**src/inc/dap_pkg.sv**
```systemverilog
// constants, types and register map of the digital audio port block
// assumes a 100 MHz system clock and decoders/encoders on the same clock
package dap_pkg;

  localparam int unsigned CLK_HZ           = 100_000_000;
  localparam int unsigned CONV_LATENCY_US  = 2500;
  localparam int unsigned CONV_LATENCY_CYC = CONV_LATENCY_US * (CLK_HZ / 1_000_000);

  localparam logic [7:0]  REG_CTRL_OFS     = 8'h00;
  localparam logic [7:0]  REG_STAT_OFS     = 8'h04;
  localparam logic [7:0]  REG_PER_OFS      = 8'h08;

  localparam int unsigned CTRL_OPT_SPDIF   = 0;
  localparam int unsigned CTRL_SPEED_LSB   = 1;
  localparam int unsigned CTRL_SEL_LSB     = 3;
  localparam int unsigned CTRL_CONV_EN     = 5;
  localparam logic [5:0]  CTRL_RST         = 6'h00;

  localparam logic [15:0] RATIO_MAX        = 16'h0007;
  localparam logic [7:0]  CS_BLOCK_LAST    = 8'hBF;
  localparam logic [3:0]  OPT_CHAN_BASE    = 4'h6;
  localparam int unsigned AVG_SHIFT        = 4;
  localparam logic [15:0] PER_RST          = 16'h0000;
  localparam logic [3:0]  CS_FS_SINGLE     = 4'h0;
  localparam logic [3:0]  CS_FS_DOUBLE     = 4'h1;
  localparam logic [3:0]  CS_FS_QUAD       = 4'h2;

  typedef enum logic [1:0] {
    SPEED_SINGLE = 2'b00,
    SPEED_DOUBLE = 2'b01,
    SPEED_QUAD   = 2'b10
  } speed_e;

  typedef enum logic [1:0] {
    PORT_AES  = 2'b00,
    PORT_COAX = 2'b01,
    PORT_OPT  = 2'b10,
    PORT_NONE = 2'b11
  } port_e;

  typedef enum logic [1:0] {
    CONV_IDLE = 2'b00,
    CONV_FILL = 2'b01,
    CONV_RUN  = 2'b10
  } conv_state_e;

  typedef struct packed {
    logic        valid;
    logic [2:0]  slot;
    logic [23:0] sample;
    logic        cs_bit;
    logic        pro;
    logic        pre_emph;
    logic        split;
  } rx_word_s;

  typedef struct packed {
    logic        valid;
    logic [3:0]  chan;
    logic [23:0] sample;
  } host_word_s;

  typedef struct packed {
    logic        valid;
    port_e       port;
    logic [2:0]  slot;
    logic [23:0] sample;
  } tx_req_s;

  typedef struct packed {
    logic        valid;
    logic [2:0]  slot;
    logic [23:0] sample;
    logic        cs_bit;
  } tx_word_s;

  typedef struct packed {
    logic        valid;
    logic [23:0] left;
    logic [23:0] right;
  } conv_pair_s;

endpackage

```
**src/core/dap_formats.sv**
```systemverilog
// digital audio port format handling: receive mapping, channel status regeneration,
// per-speed channel counts and the stereo rate converter front end
// assumes decoders/encoders on sys_clk; frame clocks of the three links arrive raw from pins
//
// What this block does
// channel status bits received on the balanced input are dropped unused
// every transmitted stereo stream carries a locally generated channel status header
// coaxial receiver accepts consumer and professional streams alike
// optical input detects two-channel stream, maps it to overall channels 7 and 8
// optical two-channel output takes its audio from optical output slots 1 and 2
// optical two-channel output always marks its header as consumer
// optical receiver passes 8, 4 or 2 channels at single, double, quad speed
// optical transmitter sends 8, 4 or 2 channels at single, double, quad speed
// double rate follows the sender identifier; quad rate only from software setting
// sources must be arranged so that at least two inputs are synchronous
// converter attaches to exactly one of three stereo inputs, output on reference
// converter runs only while input and reference rates differ by at most a factor of seven
// converter output starts a fixed latency after its input locks
// converter refuses split multi-link high-rate streams
// converter refused on optical input while it carries the multichannel format
// converter output emits a word every reference tick, silence when input fails
// selected converter input gets its own smoothed frame period recovery
// received pre-emphasis flag never reaches the host side
// one setting selects optical output format, multichannel after reset

////////////////////////////////////////////////////////////////////////////////
module dap_fifo #(
  parameter int unsigned WIDTH = 48,
  parameter int unsigned DEPTH = 32
) (
  input  wire logic             sys_clk,
  input  wire logic             rst_n,
  input  wire logic             in_valid,
  output logic                  in_ready,
  input  wire logic [WIDTH-1:0] in_data,
  output logic                  out_valid,
  input  wire logic             out_ready,
  output logic      [WIDTH-1:0] out_data
);
  localparam int unsigned AW = $clog2(DEPTH);

  logic [WIDTH-1:0] mem [DEPTH];
  logic [AW:0]      wr_r;
  logic [AW:0]      rd_r;
  logic             push;
  logic             pop;

  assign in_ready  = (wr_r - rd_r) != (AW+1)'(DEPTH);
  assign out_valid = wr_r != rd_r;
  assign push      = in_valid && in_ready;
  assign pop       = out_valid && out_ready;
  assign out_data  = mem[rd_r[AW-1:0]];

  always_ff @(posedge sys_clk)
  begin
    if (push)
    begin
      mem[wr_r[AW-1:0]] <= in_data;
    end
  end

  always_ff @(posedge sys_clk or negedge rst_n)
  begin
    if (!rst_n)
    begin
      wr_r <= '0;
      rd_r <= '0;
    end
    else
    begin
      if (push)
      begin
        wr_r <= wr_r + 1'b1;
      end
      if (pop)
      begin
        rd_r <= rd_r + 1'b1;
      end
    end
  end
endmodule

////////////////////////////////////////////////////////////////////////////////
module dap_formats #(
  parameter int unsigned LAT_CYC    = dap_pkg::CONV_LATENCY_CYC,
  parameter int unsigned FIFO_DEPTH = 32
) (
  input  wire logic                sys_clk,
  input  wire logic                rst_n,
  input  wire logic                wb_cyc_i,
  input  wire logic                wb_stb_i,
  input  wire logic                wb_we_i,
  input  wire logic [7:0]          wb_adr_i,
  input  wire logic [3:0]          wb_sel_i,
  input  wire logic [31:0]         wb_dat_i,
  output logic      [31:0]         wb_dat_o,
  output logic                     wb_ack_o,
  input  wire dap_pkg::rx_word_s   rx_aes,
  input  wire dap_pkg::rx_word_s   rx_coax,
  input  wire dap_pkg::rx_word_s   rx_opt,
  input  wire logic                opt_fmt_spdif,
  input  wire logic                opt_double_id,
  input  wire logic [2:0]          link_lrck,
  input  wire logic                ref_tick,
  output dap_pkg::host_word_s      host_aes,
  output dap_pkg::host_word_s      host_coax,
  output dap_pkg::host_word_s      host_opt,
  output dap_pkg::conv_pair_s      conv_out,
  input  wire dap_pkg::tx_req_s    tx_req,
  output dap_pkg::tx_word_s        tx_aes,
  output dap_pkg::tx_word_s        tx_coax,
  output dap_pkg::tx_word_s        tx_opt
);
  import dap_pkg::*;

  function automatic logic [3:0] chan_count(input speed_e sp);
    case (sp)
      SPEED_SINGLE: chan_count = 4'h8;
      SPEED_DOUBLE: chan_count = 4'h4;
      default:      chan_count = 4'h2;
    endcase
  endfunction

  // fresh header: professional flag in bit 0, rate code in bits 24..27, rest zero
  function automatic logic cs_gen(input logic [7:0] idx, input logic pro, input speed_e sp);
    logic [3:0] fs;
    fs = (sp == SPEED_SINGLE) ? CS_FS_SINGLE : (sp == SPEED_DOUBLE) ? CS_FS_DOUBLE : CS_FS_QUAD;
    if (idx == 8'h00)
    begin
      cs_gen = pro;
    end
    else if (idx >= 8'h18 && idx <= 8'h1B)
    begin
      cs_gen = fs[idx[1:0]];
    end
    else
    begin
      cs_gen = 1'b0;
    end
  endfunction

  //////////////////////////////////////////////////////////////////////////////
  // register bus
  logic [5:0]  ctrl_r;
  logic        wb_req;
  logic [15:0] in_per_r;
  logic [15:0] ref_per_r;
  conv_state_e conv_st_r;
  logic        range_ok;
  logic        split_seen_r;
  logic        ovf_r;
  speed_e      speed_eff;
  speed_e      speed_reg;
  port_e       conv_sel;
  logic        opt_out_spdif;

  assign wb_req        = wb_cyc_i && wb_stb_i && !wb_ack_o;
  assign opt_out_spdif = ctrl_r[CTRL_OPT_SPDIF];
  assign conv_sel      = port_e'(ctrl_r[CTRL_SEL_LSB +: 2]);
  // the unused code 11 reads as single speed
  assign speed_reg     = (ctrl_r[CTRL_SPEED_LSB +: 2] == 2'b11) ? SPEED_SINGLE
                       : speed_e'(ctrl_r[CTRL_SPEED_LSB +: 2]);

  // quad has no identifier and must come from software
  assign speed_eff = (speed_reg == SPEED_QUAD) ? SPEED_QUAD
                   : opt_double_id ? SPEED_DOUBLE : speed_reg;

  always_ff @(posedge sys_clk or negedge rst_n)
  begin
    if (!rst_n)
    begin
      wb_ack_o <= 1'b0;
    end
    else
    begin
      wb_ack_o <= wb_req;
    end
  end

  always_ff @(posedge sys_clk or negedge rst_n)
  begin
    if (!rst_n)
    begin
      ctrl_r <= CTRL_RST;
    end
    else if (wb_req && wb_we_i && wb_sel_i[0] && wb_adr_i == REG_CTRL_OFS)
    begin
      ctrl_r <= wb_dat_i[5:0];
    end
  end

  // unmapped addresses answer zero, same timing
  always_ff @(posedge sys_clk or negedge rst_n)
  begin
    if (!rst_n)
    begin
      wb_dat_o <= 32'h0000_0000;
    end
    else if (wb_req && !wb_we_i)
    begin
      case (wb_adr_i)
        REG_CTRL_OFS: wb_dat_o <= {26'h000_0000, ctrl_r};
        REG_STAT_OFS: wb_dat_o <= {23'h00_0000, ovf_r, split_seen_r, range_ok, conv_st_r,
                                   speed_eff, opt_double_id, opt_fmt_spdif};
        REG_PER_OFS:  wb_dat_o <= {ref_per_r, in_per_r};
        default:      wb_dat_o <= 32'h0000_0000;
      endcase
    end
  end

  //////////////////////////////////////////////////////////////////////////////
  // receive mapping; channel status and emphasis are deliberately not forwarded
  always_ff @(posedge sys_clk or negedge rst_n)
  begin
    if (!rst_n)
    begin
      host_aes  <= '0;
      host_coax <= '0;
      host_opt  <= '0;
    end
    else
    begin
      host_aes.valid  <= rx_aes.valid;
      host_aes.chan   <= {3'h0, rx_aes.slot[0]};
      host_aes.sample <= rx_aes.sample;
      // no check of the professional flag here
      host_coax.valid  <= rx_coax.valid;
      host_coax.chan   <= {3'h0, rx_coax.slot[0]};
      host_coax.sample <= rx_coax.sample;
      if (opt_fmt_spdif)
      begin
        host_opt.valid <= rx_opt.valid && rx_opt.slot < 3'h2;
      end
      else
      begin
        host_opt.valid <= rx_opt.valid && {1'b0, rx_opt.slot} < chan_count(speed_eff);
      end
      host_opt.chan   <= OPT_CHAN_BASE + {1'b0, rx_opt.slot};
      host_opt.sample <= rx_opt.sample;
    end
  end

  //////////////////////////////////////////////////////////////////////////////
  // transmit with regenerated channel status
  logic [7:0] cs_idx_r [3];
  logic       tx_lead;

  assign tx_lead = tx_req.valid && tx_req.slot == 3'h0;

  always_ff @(posedge sys_clk or negedge rst_n)
  begin
    if (!rst_n)
    begin
      cs_idx_r <= '{default: 8'h00};
    end
    else if (tx_lead && tx_req.port != PORT_NONE)
    begin
      cs_idx_r[tx_req.port] <= (cs_idx_r[tx_req.port] == CS_BLOCK_LAST) ? 8'h00
                                : cs_idx_r[tx_req.port] + 8'h01;
    end
  end

  always_ff @(posedge sys_clk or negedge rst_n)
  begin
    if (!rst_n)
    begin
      tx_aes  <= '0;
      tx_coax <= '0;
      tx_opt  <= '0;
    end
    else
    begin
      tx_aes.valid  <= tx_req.valid && tx_req.port == PORT_AES && tx_req.slot < 3'h2;
      tx_aes.slot   <= tx_req.slot;
      tx_aes.sample <= tx_req.sample;
      tx_aes.cs_bit <= cs_gen(cs_idx_r[PORT_AES], 1'b1, speed_eff);
      tx_coax.valid  <= tx_req.valid && tx_req.port == PORT_COAX && tx_req.slot < 3'h2;
      tx_coax.slot   <= tx_req.slot;
      tx_coax.sample <= tx_req.sample;
      tx_coax.cs_bit <= cs_gen(cs_idx_r[PORT_COAX], 1'b0, speed_eff);
      if (opt_out_spdif)
      begin
        tx_opt.valid <= tx_req.valid && tx_req.port == PORT_OPT && tx_req.slot < 3'h2;
      end
      else
      begin
        tx_opt.valid <= tx_req.valid && tx_req.port == PORT_OPT
                        && {1'b0, tx_req.slot} < chan_count(speed_eff);
      end
      tx_opt.slot   <= tx_req.slot;
      tx_opt.sample <= tx_req.sample;
      // consumer only; the multichannel format ignores this bit
      tx_opt.cs_bit <= opt_out_spdif && cs_gen(cs_idx_r[PORT_OPT], 1'b0, speed_eff);
    end
  end

  //////////////////////////////////////////////////////////////////////////////
  // frame clock sampling and period recovery of the converter input
  logic [2:0]  lrck_s1_r;
  logic [2:0]  lrck_s2_r;
  logic [2:0]  lrck_s3_r;
  logic [2:0]  lrck_lvl_r;
  logic [2:0]  lrck_old_r;
  logic [15:0] in_cnt_r;
  logic [15:0] ref_cnt_r;
  logic        sel_rise;
  logic [1:0]  sel_q_r;

  always_ff @(posedge sys_clk or negedge rst_n)
  begin
    if (!rst_n)
    begin
      lrck_s1_r  <= 3'h0;
      lrck_s2_r  <= 3'h0;
      lrck_s3_r  <= 3'h0;
      lrck_lvl_r <= 3'h0;
      lrck_old_r <= 3'h0;
    end
    else
    begin
      lrck_s1_r  <= link_lrck;
      lrck_s2_r  <= lrck_s1_r;
      lrck_s3_r  <= lrck_s2_r;
      lrck_lvl_r <= (lrck_s2_r & lrck_s3_r) | (lrck_lvl_r & (lrck_s2_r ^ lrck_s3_r));
      lrck_old_r <= lrck_lvl_r;
    end
  end

  assign sel_rise = (conv_sel != PORT_NONE) && lrck_lvl_r[conv_sel] && !lrck_old_r[conv_sel];

  // a slow average keeps frame jitter away from the rate ratio; the first full period is loaded whole, so lock comes after two frame edges
  always_ff @(posedge sys_clk or negedge rst_n)
  begin
    if (!rst_n)
    begin
      in_cnt_r <= 16'h0000;
      in_per_r <= PER_RST;
      sel_q_r  <= 2'h3;
    end
    else
    begin
      sel_q_r <= conv_sel;
      // a full count means no frame edge since selection or loss, so it is no period
      if (sel_q_r != conv_sel)
      begin
        in_cnt_r <= 16'hFFFF;
        in_per_r <= PER_RST;
      end
      else if (sel_rise)
      begin
        in_cnt_r <= 16'h0000;
        if (in_cnt_r != 16'hFFFF)
        begin
          in_per_r <= (in_per_r == PER_RST) ? in_cnt_r
                      : in_per_r + 16'((in_cnt_r >> AVG_SHIFT) - (in_per_r >> AVG_SHIFT));
        end
      end
      else if (in_cnt_r != 16'hFFFF)
      begin
        in_cnt_r <= in_cnt_r + 16'h0001;
      end
    end
  end

  always_ff @(posedge sys_clk or negedge rst_n)
  begin
    if (!rst_n)
    begin
      ref_cnt_r <= 16'h0000;
      ref_per_r <= PER_RST;
    end
    else if (ref_tick)
    begin
      ref_cnt_r <= 16'h0000;
      ref_per_r <= ref_cnt_r;
    end
    else if (ref_cnt_r != 16'hFFFF)
    begin
      ref_cnt_r <= ref_cnt_r + 16'h0001;
    end
  end

  assign range_ok = in_per_r != PER_RST && ref_per_r != PER_RST && in_cnt_r != 16'hFFFF
                    && 20'(in_per_r) * 20'(RATIO_MAX) >= 20'(ref_per_r)
                    && 20'(ref_per_r) * 20'(RATIO_MAX) >= 20'(in_per_r);

  //////////////////////////////////////////////////////////////////////////////
  // rate converter front end
  rx_word_s    conv_in;
  logic        conv_allow;
  logic [31:0] lat_cnt_r;
  logic [23:0] left_r;
  logic        pair_vld_r;
  logic [47:0] pair_r;
  logic        fifo_rdy;
  logic        fifo_vld;
  logic [47:0] fifo_dat;
  logic        drain;

  always_comb
  begin
    case (conv_sel)
      PORT_AES:  conv_in = rx_aes;
      PORT_COAX: conv_in = rx_coax;
      PORT_OPT:  conv_in = rx_opt;
      default:   conv_in = '0;
    endcase
  end

  assign conv_allow = ctrl_r[CTRL_CONV_EN] && conv_sel != PORT_NONE
                      && !(conv_sel == PORT_OPT && !opt_fmt_spdif)
                      && !split_seen_r && range_ok;

  always_ff @(posedge sys_clk or negedge rst_n)
  begin
    if (!rst_n)
    begin
      split_seen_r <= 1'b0;
    end
    else if (conv_in.valid && conv_in.split)
    begin
      split_seen_r <= 1'b1;
    end
    else if (sel_q_r != conv_sel)
    begin
      split_seen_r <= 1'b0;
    end
  end

  always_ff @(posedge sys_clk or negedge rst_n)
  begin
    if (!rst_n)
    begin
      conv_st_r <= CONV_IDLE;
      lat_cnt_r <= 32'h0000_0000;
    end
    else
    begin
      case (conv_st_r)
        CONV_IDLE:
        begin
          lat_cnt_r <= 32'h0000_0000;
          if (conv_allow)
          begin
            conv_st_r <= CONV_FILL;
          end
        end
        CONV_FILL:
        begin
          lat_cnt_r <= lat_cnt_r + 32'h0000_0001;
          if (!conv_allow)
          begin
            conv_st_r <= CONV_IDLE;
          end
          else if (lat_cnt_r >= 32'(LAT_CYC - 1))
          begin
            conv_st_r <= CONV_RUN;
          end
        end
        CONV_RUN:
        begin
          if (!conv_allow)
          begin
            conv_st_r <= CONV_IDLE;
          end
        end
        default: conv_st_r <= CONV_IDLE;
      endcase
    end
  end

  // left word waits for its right partner; a pair stalls here while the buffer is full
  always_ff @(posedge sys_clk or negedge rst_n)
  begin
    if (!rst_n)
    begin
      left_r     <= 24'h00_0000;
      pair_vld_r <= 1'b0;
      pair_r     <= 48'h0000_0000_0000;
      ovf_r      <= 1'b0;
    end
    else
    begin
      if (pair_vld_r && fifo_rdy)
      begin
        pair_vld_r <= 1'b0;
      end
      if (conv_in.valid && conv_st_r != CONV_IDLE)
      begin
        if (conv_in.slot == 3'h0)
        begin
          left_r <= conv_in.sample;
        end
        else if (conv_in.slot == 3'h1)
        begin
          if (pair_vld_r && !fifo_rdy)
          begin
            ovf_r <= 1'b1;
          end
          else
          begin
            pair_vld_r <= 1'b1;
            pair_r     <= {left_r, conv_in.sample};
          end
        end
      end
    end
  end

  assign drain = ref_tick && conv_st_r == CONV_RUN;

  dap_fifo #(
    .WIDTH (48),
    .DEPTH (FIFO_DEPTH)
  ) u_fifo (
    .sys_clk   (sys_clk),
    .rst_n     (rst_n),
    .in_valid  (pair_vld_r),
    .in_ready  (fifo_rdy),
    .in_data   (pair_r),
    .out_valid (fifo_vld),
    .out_ready (drain),
    .out_data  (fifo_dat)
  );

  // one word on every reference tick whatever the input does; silence fills the gaps
  always_ff @(posedge sys_clk or negedge rst_n)
  begin
    if (!rst_n)
    begin
      conv_out <= '0;
    end
    else
    begin
      conv_out.valid <= ref_tick;
      if (drain && fifo_vld)
      begin
        conv_out.left  <= fifo_dat[47:24];
        conv_out.right <= fifo_dat[23:0];
      end
      else if (ref_tick)
      begin
        conv_out.left  <= 24'h00_0000;
        conv_out.right <= 24'h00_0000;
      end
    end
  end
endmodule

```
**config.mk**
```make
export PLATFORM = sky130hd
export DESIGN_NAME = dap_formats
export DESIGN_NICKNAME = d
export VERILOG_FILES = /design/src/inc/dap_pkg.sv /design/src/core/dap_formats.sv
export SDC_FILE = /design/constraint.sdc
export NUM_CORES = 2
export LEC_CHECK = 0
export ABC_AREA = 1
export BUFFER_PORTS_ARGS = -buffer_cell sky130_fd_sc_hd__buf_2
export CAP_MARGIN = 20
export CORE_UTILIZATION = 60
export DETAILED_ROUTE_END_ITERATION = 10
export GPL_ROUTABILITY_DRIVEN = 0
export PLACE_DENSITY = 0.84
export SLEW_MARGIN = 40
export SYNTH_ARGS = -nofsm -noshare
export SYNTH_HDL_FRONTEND = slang
export SYNTH_HIERARCHICAL = 1
export SYNTH_SLANG_ARGS = --single-unit
```
**constraint.sdc**
```tcl
create_clock -name sys_clk -period 6.42 [get_ports sys_clk]
set_clock_uncertainty 0.1 [all_clocks]
set_input_delay 0.321 -clock sys_clk [delete_from_list [all_inputs] [get_ports sys_clk]]
set_output_delay 0.321 -clock sys_clk [all_outputs]
set_load 0.01 [all_outputs]
```
## After elaboration in Yosys (flattened, before gate mapping)

Memory sizes are Yosys's and may differ from the RTL's.
Cells that the tools add are included.

| storage, ports and cells | value |
|---|---|
| memories | 1 |
| RAM bits | 1536 |
| register bits | 428 |
| input port bits | 181 |

| cells by class | value |
|---|---|
| add/subtract/negate cells | 10 |
| bitwise gates (word level) | 7 |
| eq/ne operators | 23 |
| magnitude comparators | 19 |
| multipliers | 2 |
| mux-type cells | 61 |
| reductions and logical operators | 72 |

Memories:

| memory | depth | bits a word | rd ports | clocked after Yosys merged registers in | wr ports | RTL line | RTL |
|---|---|---|---|---|---|---|---|
| u_fifo.mem | 32 | 48 | 1 | 0 | 1 | dap_formats.sv:42 | `logic [WIDTH-1:0] mem [DEPTH];` |

Operators by type and width:

| kind | count |
|---|---|
| $pmux W32 S3 | 2 |
| $mux W16 | 9 |
| $mux W48 | 2 |
| $pmux W32 S2 | 1 |
| $logic_and A1 B1 Y1 | 39 |
| $ge A19 B16 Y1 | 2 |
| $mul A16 B3 Y19 const B | 2 |
| $add A16 B1 Y16 const B | 2 |
| $add A32 B1 Y32 const B | 1 |
| $ge A32 B18 Y1 const B | 1 |
| $logic_not A8 Y1 | 4 |
| $mux W8 | 4 |
| $ne A16 B16 Y1 const B | 2 |
| $reduce_bool A16 Y1 | 2 |
| $bwmux W24 | 1 |
| $ge A8 B5 Y1 const B | 3 |
| $le A8 B5 Y1 const B | 3 |
| $mux W1 | 22 |
| $mux W2 | 9 |
| $add A16 B16 Y16 | 1 |
| $bmux W8 S2 | 1 |
| $demux W8 S2 | 1 |
| $logic_not A16 Y1 | 1 |
| $reduce_bool A2 Y1 | 7 |
| 37 further kinds | 72 |

## Logic depth before layout (Yosys ltp)

| logic depth | value |
|---|---|
| word-level depth | 12 |
| depth in mapped cells | 27 |
| mapped depth without buffers | 27 |

## Cells and area by module

The synthesis kept the hierarchy.

Modules (own cells, without submodules):

| module | times used | area each (µm²) | cells an instance | seq. area each (µm²) |
|---|---|---|---|---|
| dap_fifo | 1 | 62128.3 | 4956 | 46424.5 |
| dap_formats | 1 | 21196.6 | 2157 | 10412.5 |

## Least setup slack after synthesis

OpenSTA, ideal clock, no wires.

| timing path | value |
|---|---|
| path kind | register to register |
| from | reg u_fifo.rd_r[2] |
| to | mem u_fifo.mem[12][0] (enable) |
| arrival | 4.184 ns |
| slack | 1.683 ns |
| clock period less this slack | 4.737 ns |
| setup time | 0.454 ns |
| cell stages (with the launch flop) | 16 |
| required time | 5.866 ns |
| cells stage by stage | dfrtp_1 > buf_2 > inv_2 > clkbuf_1 > ha_1 > inv_1 > nand2_1 > nand3_1 > nand3b_1 > nand2_1 > inv_1 > nand2_2 > nand2_1 > buf_2 > buf_2 > nor2_1 |

| between the ends | value |
|---|---|
| longest elaborated chain between the ends | 5 |

Ends and longest elaborated chain:

| what | RTL line | RTL |
|---|---|---|
| start, declared | dap_formats.sv:44 | `logic [AW:0] rd_r;` |
| start signal, assigned | dap_formats.sv:77 | `rd_r <= rd_r + 1'b1;` |
| $sub A6 B6 Y6 | dap_formats.sv:48 | `assign in_ready = (wr_r - rd_r) != (AW+1)'(DEPTH);` |
| $ne A6 B6 Y1 | dap_formats.sv:48 |  |
| via fifo_rdy | dap_formats.sv:395 | `logic fifo_rdy;` |
| $logic_and A1 B1 Y1 | dap_formats.sv:50 | `assign push = in_valid && in_ready;` |
| $mux W1 | dap_formats.sv:56 | `if (push)` |
| $mux W1 (implied by the code) | dap_formats.sv:58 | `mem[wr_r[AW-1:0]] <= in_data;` |
| end, declared | dap_formats.sv:42 |  |

The timed path passes the listed nets, and every way through them passes these cells.

## Worst setup path after layout

| timing path | value |
|---|---|
| from | reg ref_per_r[0] |
| to | reg wb_dat_o[6] |

| between the ends | value |
|---|---|
| longest elaborated chain between the ends | 6 |
| elaborated cells between the ends (all ways) | 9 |
| classes of those cells | mul (1); order compare (2); mux (1); reduce/logical (5) |

Ends and longest elaborated chain:

| what | RTL line | RTL |
|---|---|---|
| start, declared | dap_formats.sv:147 | `logic [15:0] ref_per_r;` |
| start signal, assigned | dap_formats.sv:375 | `ref_per_r <= ref_cnt_r;` |
| branches (longest 4 deep; another with $mul A16 B3 Y19) | - |  |
| $logic_and A1 B1 Y1 * | dap_formats.sv:385 | `&& 20'(ref_per_r) * 20'(RATIO_MAX) >= 20'(in_per_r);` |
| $pmux W32 S3 * | dap_formats.sv:201 | `case (wb_adr_i)` |
| end signal, assigned | dap_formats.sv:202 | `REG_CTRL_OFS: wb_dat_o <= {26'h000_0000, ctrl_r};` |
| end signal, assigned | dap_formats.sv:203 | `REG_STAT_OFS: wb_dat_o <= {23'h00_0000, ovf_r, split_seen_r, range_ok, conv_st_r,` |
| end signal, assigned | dap_formats.sv:205 | `REG_PER_OFS: wb_dat_o <= {ref_per_r, in_per_r};` |
| end, declared | dap_formats.sv:96 | `output logic [31:0] wb_dat_o,` |

Every way passes the cells marked *.
A chain may end at the register's enable or synchronous reset.

==> flow_summary.json <==
{
  "relSlewSlack_pct": 39.9,
  "vias_per_cell": 6.34,
  "finalCritPeriodShare_pct": 78.0,
  "seqPwrFrac_pct": 53.3,
  "syn_area_um2": 83300,
  "whs_endpoint": "tx_opt[14]",
  "p_sw_w": 0.00558,
  "h-tree-depth": 4,
  "synth-edff-count": 1536,
  "synth.area.top_cells": "edfxtp_1, dfrtp_1, nor2_1, nand2_1, o21ai_0",
  "status": "finished, final reports clean",
  "hp-start": "tx_req[13]",
  "drtIter0Drc": 8676,
  "drtAntennaViolNets": 0,
  "synth_xor_area_share_pct": 0.578,
  "critPathCaptureType": "register",
  "cts-resized-gates": 0,
  "final_max_slew_viol_count": 0,
  "clk_latency_ns": 0.84,
  "antenna_found_initial": 8,
  "vias": 60174,
  "switching_share_pct": 21.6,
  "port_buffers": 392,
  "reg2reg_from": "ref_per_r[0]",
  "rsz0062_at_grt": "no",
  "track_usage_pct": 32.7,
  "nets": 7878,
  "crit_fanout": 4,
  "cp-startpoint": "ref_per_r[0]",
  "worst_slack_ns": 1.41,
  "critPathKind": "reg2reg",
  "hold_ws_ns": 0.0374,
  "synth_mux_area_share_pct": 1.08,
  "layout_common_cells": "edfxtp_1, nand2_1, nor2_1",
  "cts-root-buf": "clkbuf_16",
  "core_area_um2": 138000,
  "start_util_pct": 60.5,
  "tns_ns": 0,
  "grt_pass1_vias": 59577,
  "numCtsBuffers": 188,
  "r2r_slack_ns": 1.41,
  "post-place-ws_ns": 1.97,
  "die_y_um": 375,
  "rows": 136,
  "clockBufferDepth": 3,
  "hold_viol_final": 0,
  "worstMarginPinSlew_ns": 0.899,
  "holdCritPathClass": "in2reg",
  "routed_wl_um": 232000,
  "synth_top_flop_cell": "edfxtp_1",
  "ys_async_sr_fraction_pct": 21.8,
  "ys_types": 74,
  "cts_sinks": 1964,
  "yosys.area_share.adder_pct": 2.75,
  "grt_pass1_wl_um": 347000,
  "r2r_end": "wb_dat_o[6]",
  "n_fill_cell": 8484,
  "fin_cells": 9491,
  "drc": 0,
  "synth-compound-area-share_pct": 10.7,
  "synth_top_family_by_area": "simple AND/OR/NAND/NOR gates",
  "power.internal_w": 0.0203,
  "hold_buffers": 167,
  "cap_violations": 0,
  "dp_cells": 8968,
  "yosysTopAreaCell": "edfxtp_1",
  "grt_overflow_total": 0,
  "whs_path_depth": 2,
  "area_growth_pct": 13.6,
  "period_needed_ns": 5.01,
  "required_ns": 7.04,
  "dr.pass1.iters": 6,
  "drive_gt1_share_pct": 13.2,
  "yosys_warnings": 6,
  "syn_area_per_cell_um2": 11.7,
  "postCtsSetupBuffers": 0,
  "cp_data_arrival_time_ns": 5.63,
  "yosysSeqAreaShare_pct": 68.2,
  "avgRoutedWirePerCell_um": 24.5,
  "layout_commonest_cell": "edfxtp_1",
  "regArea_um2": 56900,
  "power_density_nw_per_um2": 273,
  "crit_path_start_kind": "register",
  "synth-simple-area-share_pct": 12.2,
  "cts_tree": "built",
  "power_frac_clock_pct": 42.5,
  "cts.reportedPaths.clkPinSlew_ns": 0.07,
  "synthCells": 7113,
  "multi_input_area_um2": 23000,
  "design.die.area_um2": 140000,
  "fmaxAchievable_ghz": 0.200,
  "die_x_um": 375,
  "peakVddDrop_mv": 0.243,
  "synth_top_area_share_pct": 55.4,
  "ys_seq_elements": 1964,
  "reg2reg_depth": 21,
  "combPwrFrac_pct": 4.2,
  "top_level_ports": 437,
  "grt_max_degree": 234,
  "setup_viol": 0,
  "dp_hpwl_um": 124000,
  "p_leak_nw": 33.4
}
-- power groups by stage --
stage	logic [W]	registers, W	clock network, W
floorplan	0.000664	0.0140	0
global placement	0.000944	0.0140	0
detailed placement	0.000985	0.0140	0
CTS	0.00106	0.0138	0.0110
global route	0.00122	0.0138	0.0115
finish	0.00109	0.0138	0.0110
-- kinds of logic after synthesis --
family | after synthesis
other cells | 1
buf+inv | 841
mux | 73
simple gates | 2476
compound gates | 1540
flops | 1964
xor+xnor | 55
fa+ha+maj | 163
-- per-layer routing --
metal / GRT usage [%] / up-vias / share of wire, % / routed length [um]
li1: - / 25872 / - / -
met1: 39.9 / 28890 / 34 / 78300
met2: 52.7 / 4394 / 48 / 111000
met3: 6.81 / 1008 / 11 / 26300
met4: 21.8 / 10 / 7.2 / 16700
met5: 0 / - / 0.034 / 78
-- through the flow --
step,area [um2],util (%),power (W)
after CTS,94500,68.7,0.0258
after detailed placement,86800,63.0,0.0150
after floorplan,83300,-,0.0147
final,94700,68.8,0.0258
after global routing,94700,68.8,0.0265
after global placement,86600,62.9,0.0150
-- layout make-up --
type,count,area share [%]
timing repair buffer,663,5.21
clock buffer,265,5.61
inverter,404,1.63
tap,1794,2.37
sequential,1964,60.1
clock inverter,85,0.818
antenna,3,0.00793
multi-input combinational,4313,24.3
-- flip-flops by register name, summed over array words and instances, names as in the netlist, 3 cells and up --
signal / cells
tx_opt: 29
conv_out: 49
lrck_s2_r: 3
lrck_s3_r: 3
lrck_s1_r: 3
u_fifo/rd_r: 6
u_fifo/wr_r: 6
ctrl_r: 6
ref_per_r: 16
in_per_r: 16
host_opt: 29
host_aes: 26
cs_idx_r: 24
pair_r: 48
wb_dat_o: 32
ref_cnt_r: 16
host_coax: 26
lrck_lvl_r: 3
in_cnt_r: 16
lrck_old_r: 3
u_fifo/mem: 1536
left_r: 24
lat_cnt_r: 32
-- worst max-delay path by stage --
stage                         endpoint  slack [ns]  cells after the start
detailed placement  u_fifo/mem[29][30]        1.97                     13
floorplan            u_fifo/mem[12][0]        1.68                     15
finish                     wb_dat_o[6]        1.41                     21
global route               wb_dat_o[6]        1.12                     21
global placement    u_fifo/mem[28][30]        2.08                     13
CTS                        wb_dat_o[6]        1.52                     21
-- critical path, stage by stage, from the launching register on --
cell and delay (ns):
dfrtp_1 0.45, fa_1 0.56, ha_1 0.17, inv_1 0.06, fa_1 0.47, o31ai_1 0.50
a21oi_1 0.18, nor2_1 0.12, nor2_1 0.05, xor2_1 0.14, ha_1 0.31, a21oi_1 0.15
nor2_1 0.06, a211oi_1 0.17, nand2_1 0.09, a21oi_1 0.12, nand4_1 0.24, nand3_1 0.20
nand2_1 0.07, nand2_1 0.07, dlygate4sd3_1 0.56, nand2_1 0.06
-- Yosys cell counts, types with 4 or more instances --
cell,number
a211oi_1,8
a21o_1,12
a21oi_1,219
a21oi_2,4
a22oi_1,8
a31oi_1,11
a32o_1,48
buf_1,41
buf_2,73
buf_4,92
buf_6,22
clkbuf_1,206
dfrtp_1,426
edfxtp_1,1536
fa_1,34
ha_1,129
inv_1,389
inv_2,12
mux2_2,50
mux2_4,20
nand2_1,984
nand2_2,4
nand3_1,322
nand4_1,25
nor2_1,1006
nor2_2,6
nor2_4,5
nor3_1,42
nor4_1,14
o211ai_1,197
o21a_1,4
o21ai_0,736
o21ai_1,139
o21bai_1,10
o22ai_1,112
o22ai_2,4
o31ai_1,5
or2_0,6
or2_1,15
or2_2,32
xnor2_1,18
xor2_1,37
No activity file was read; power rests on OpenSTA's default activity.
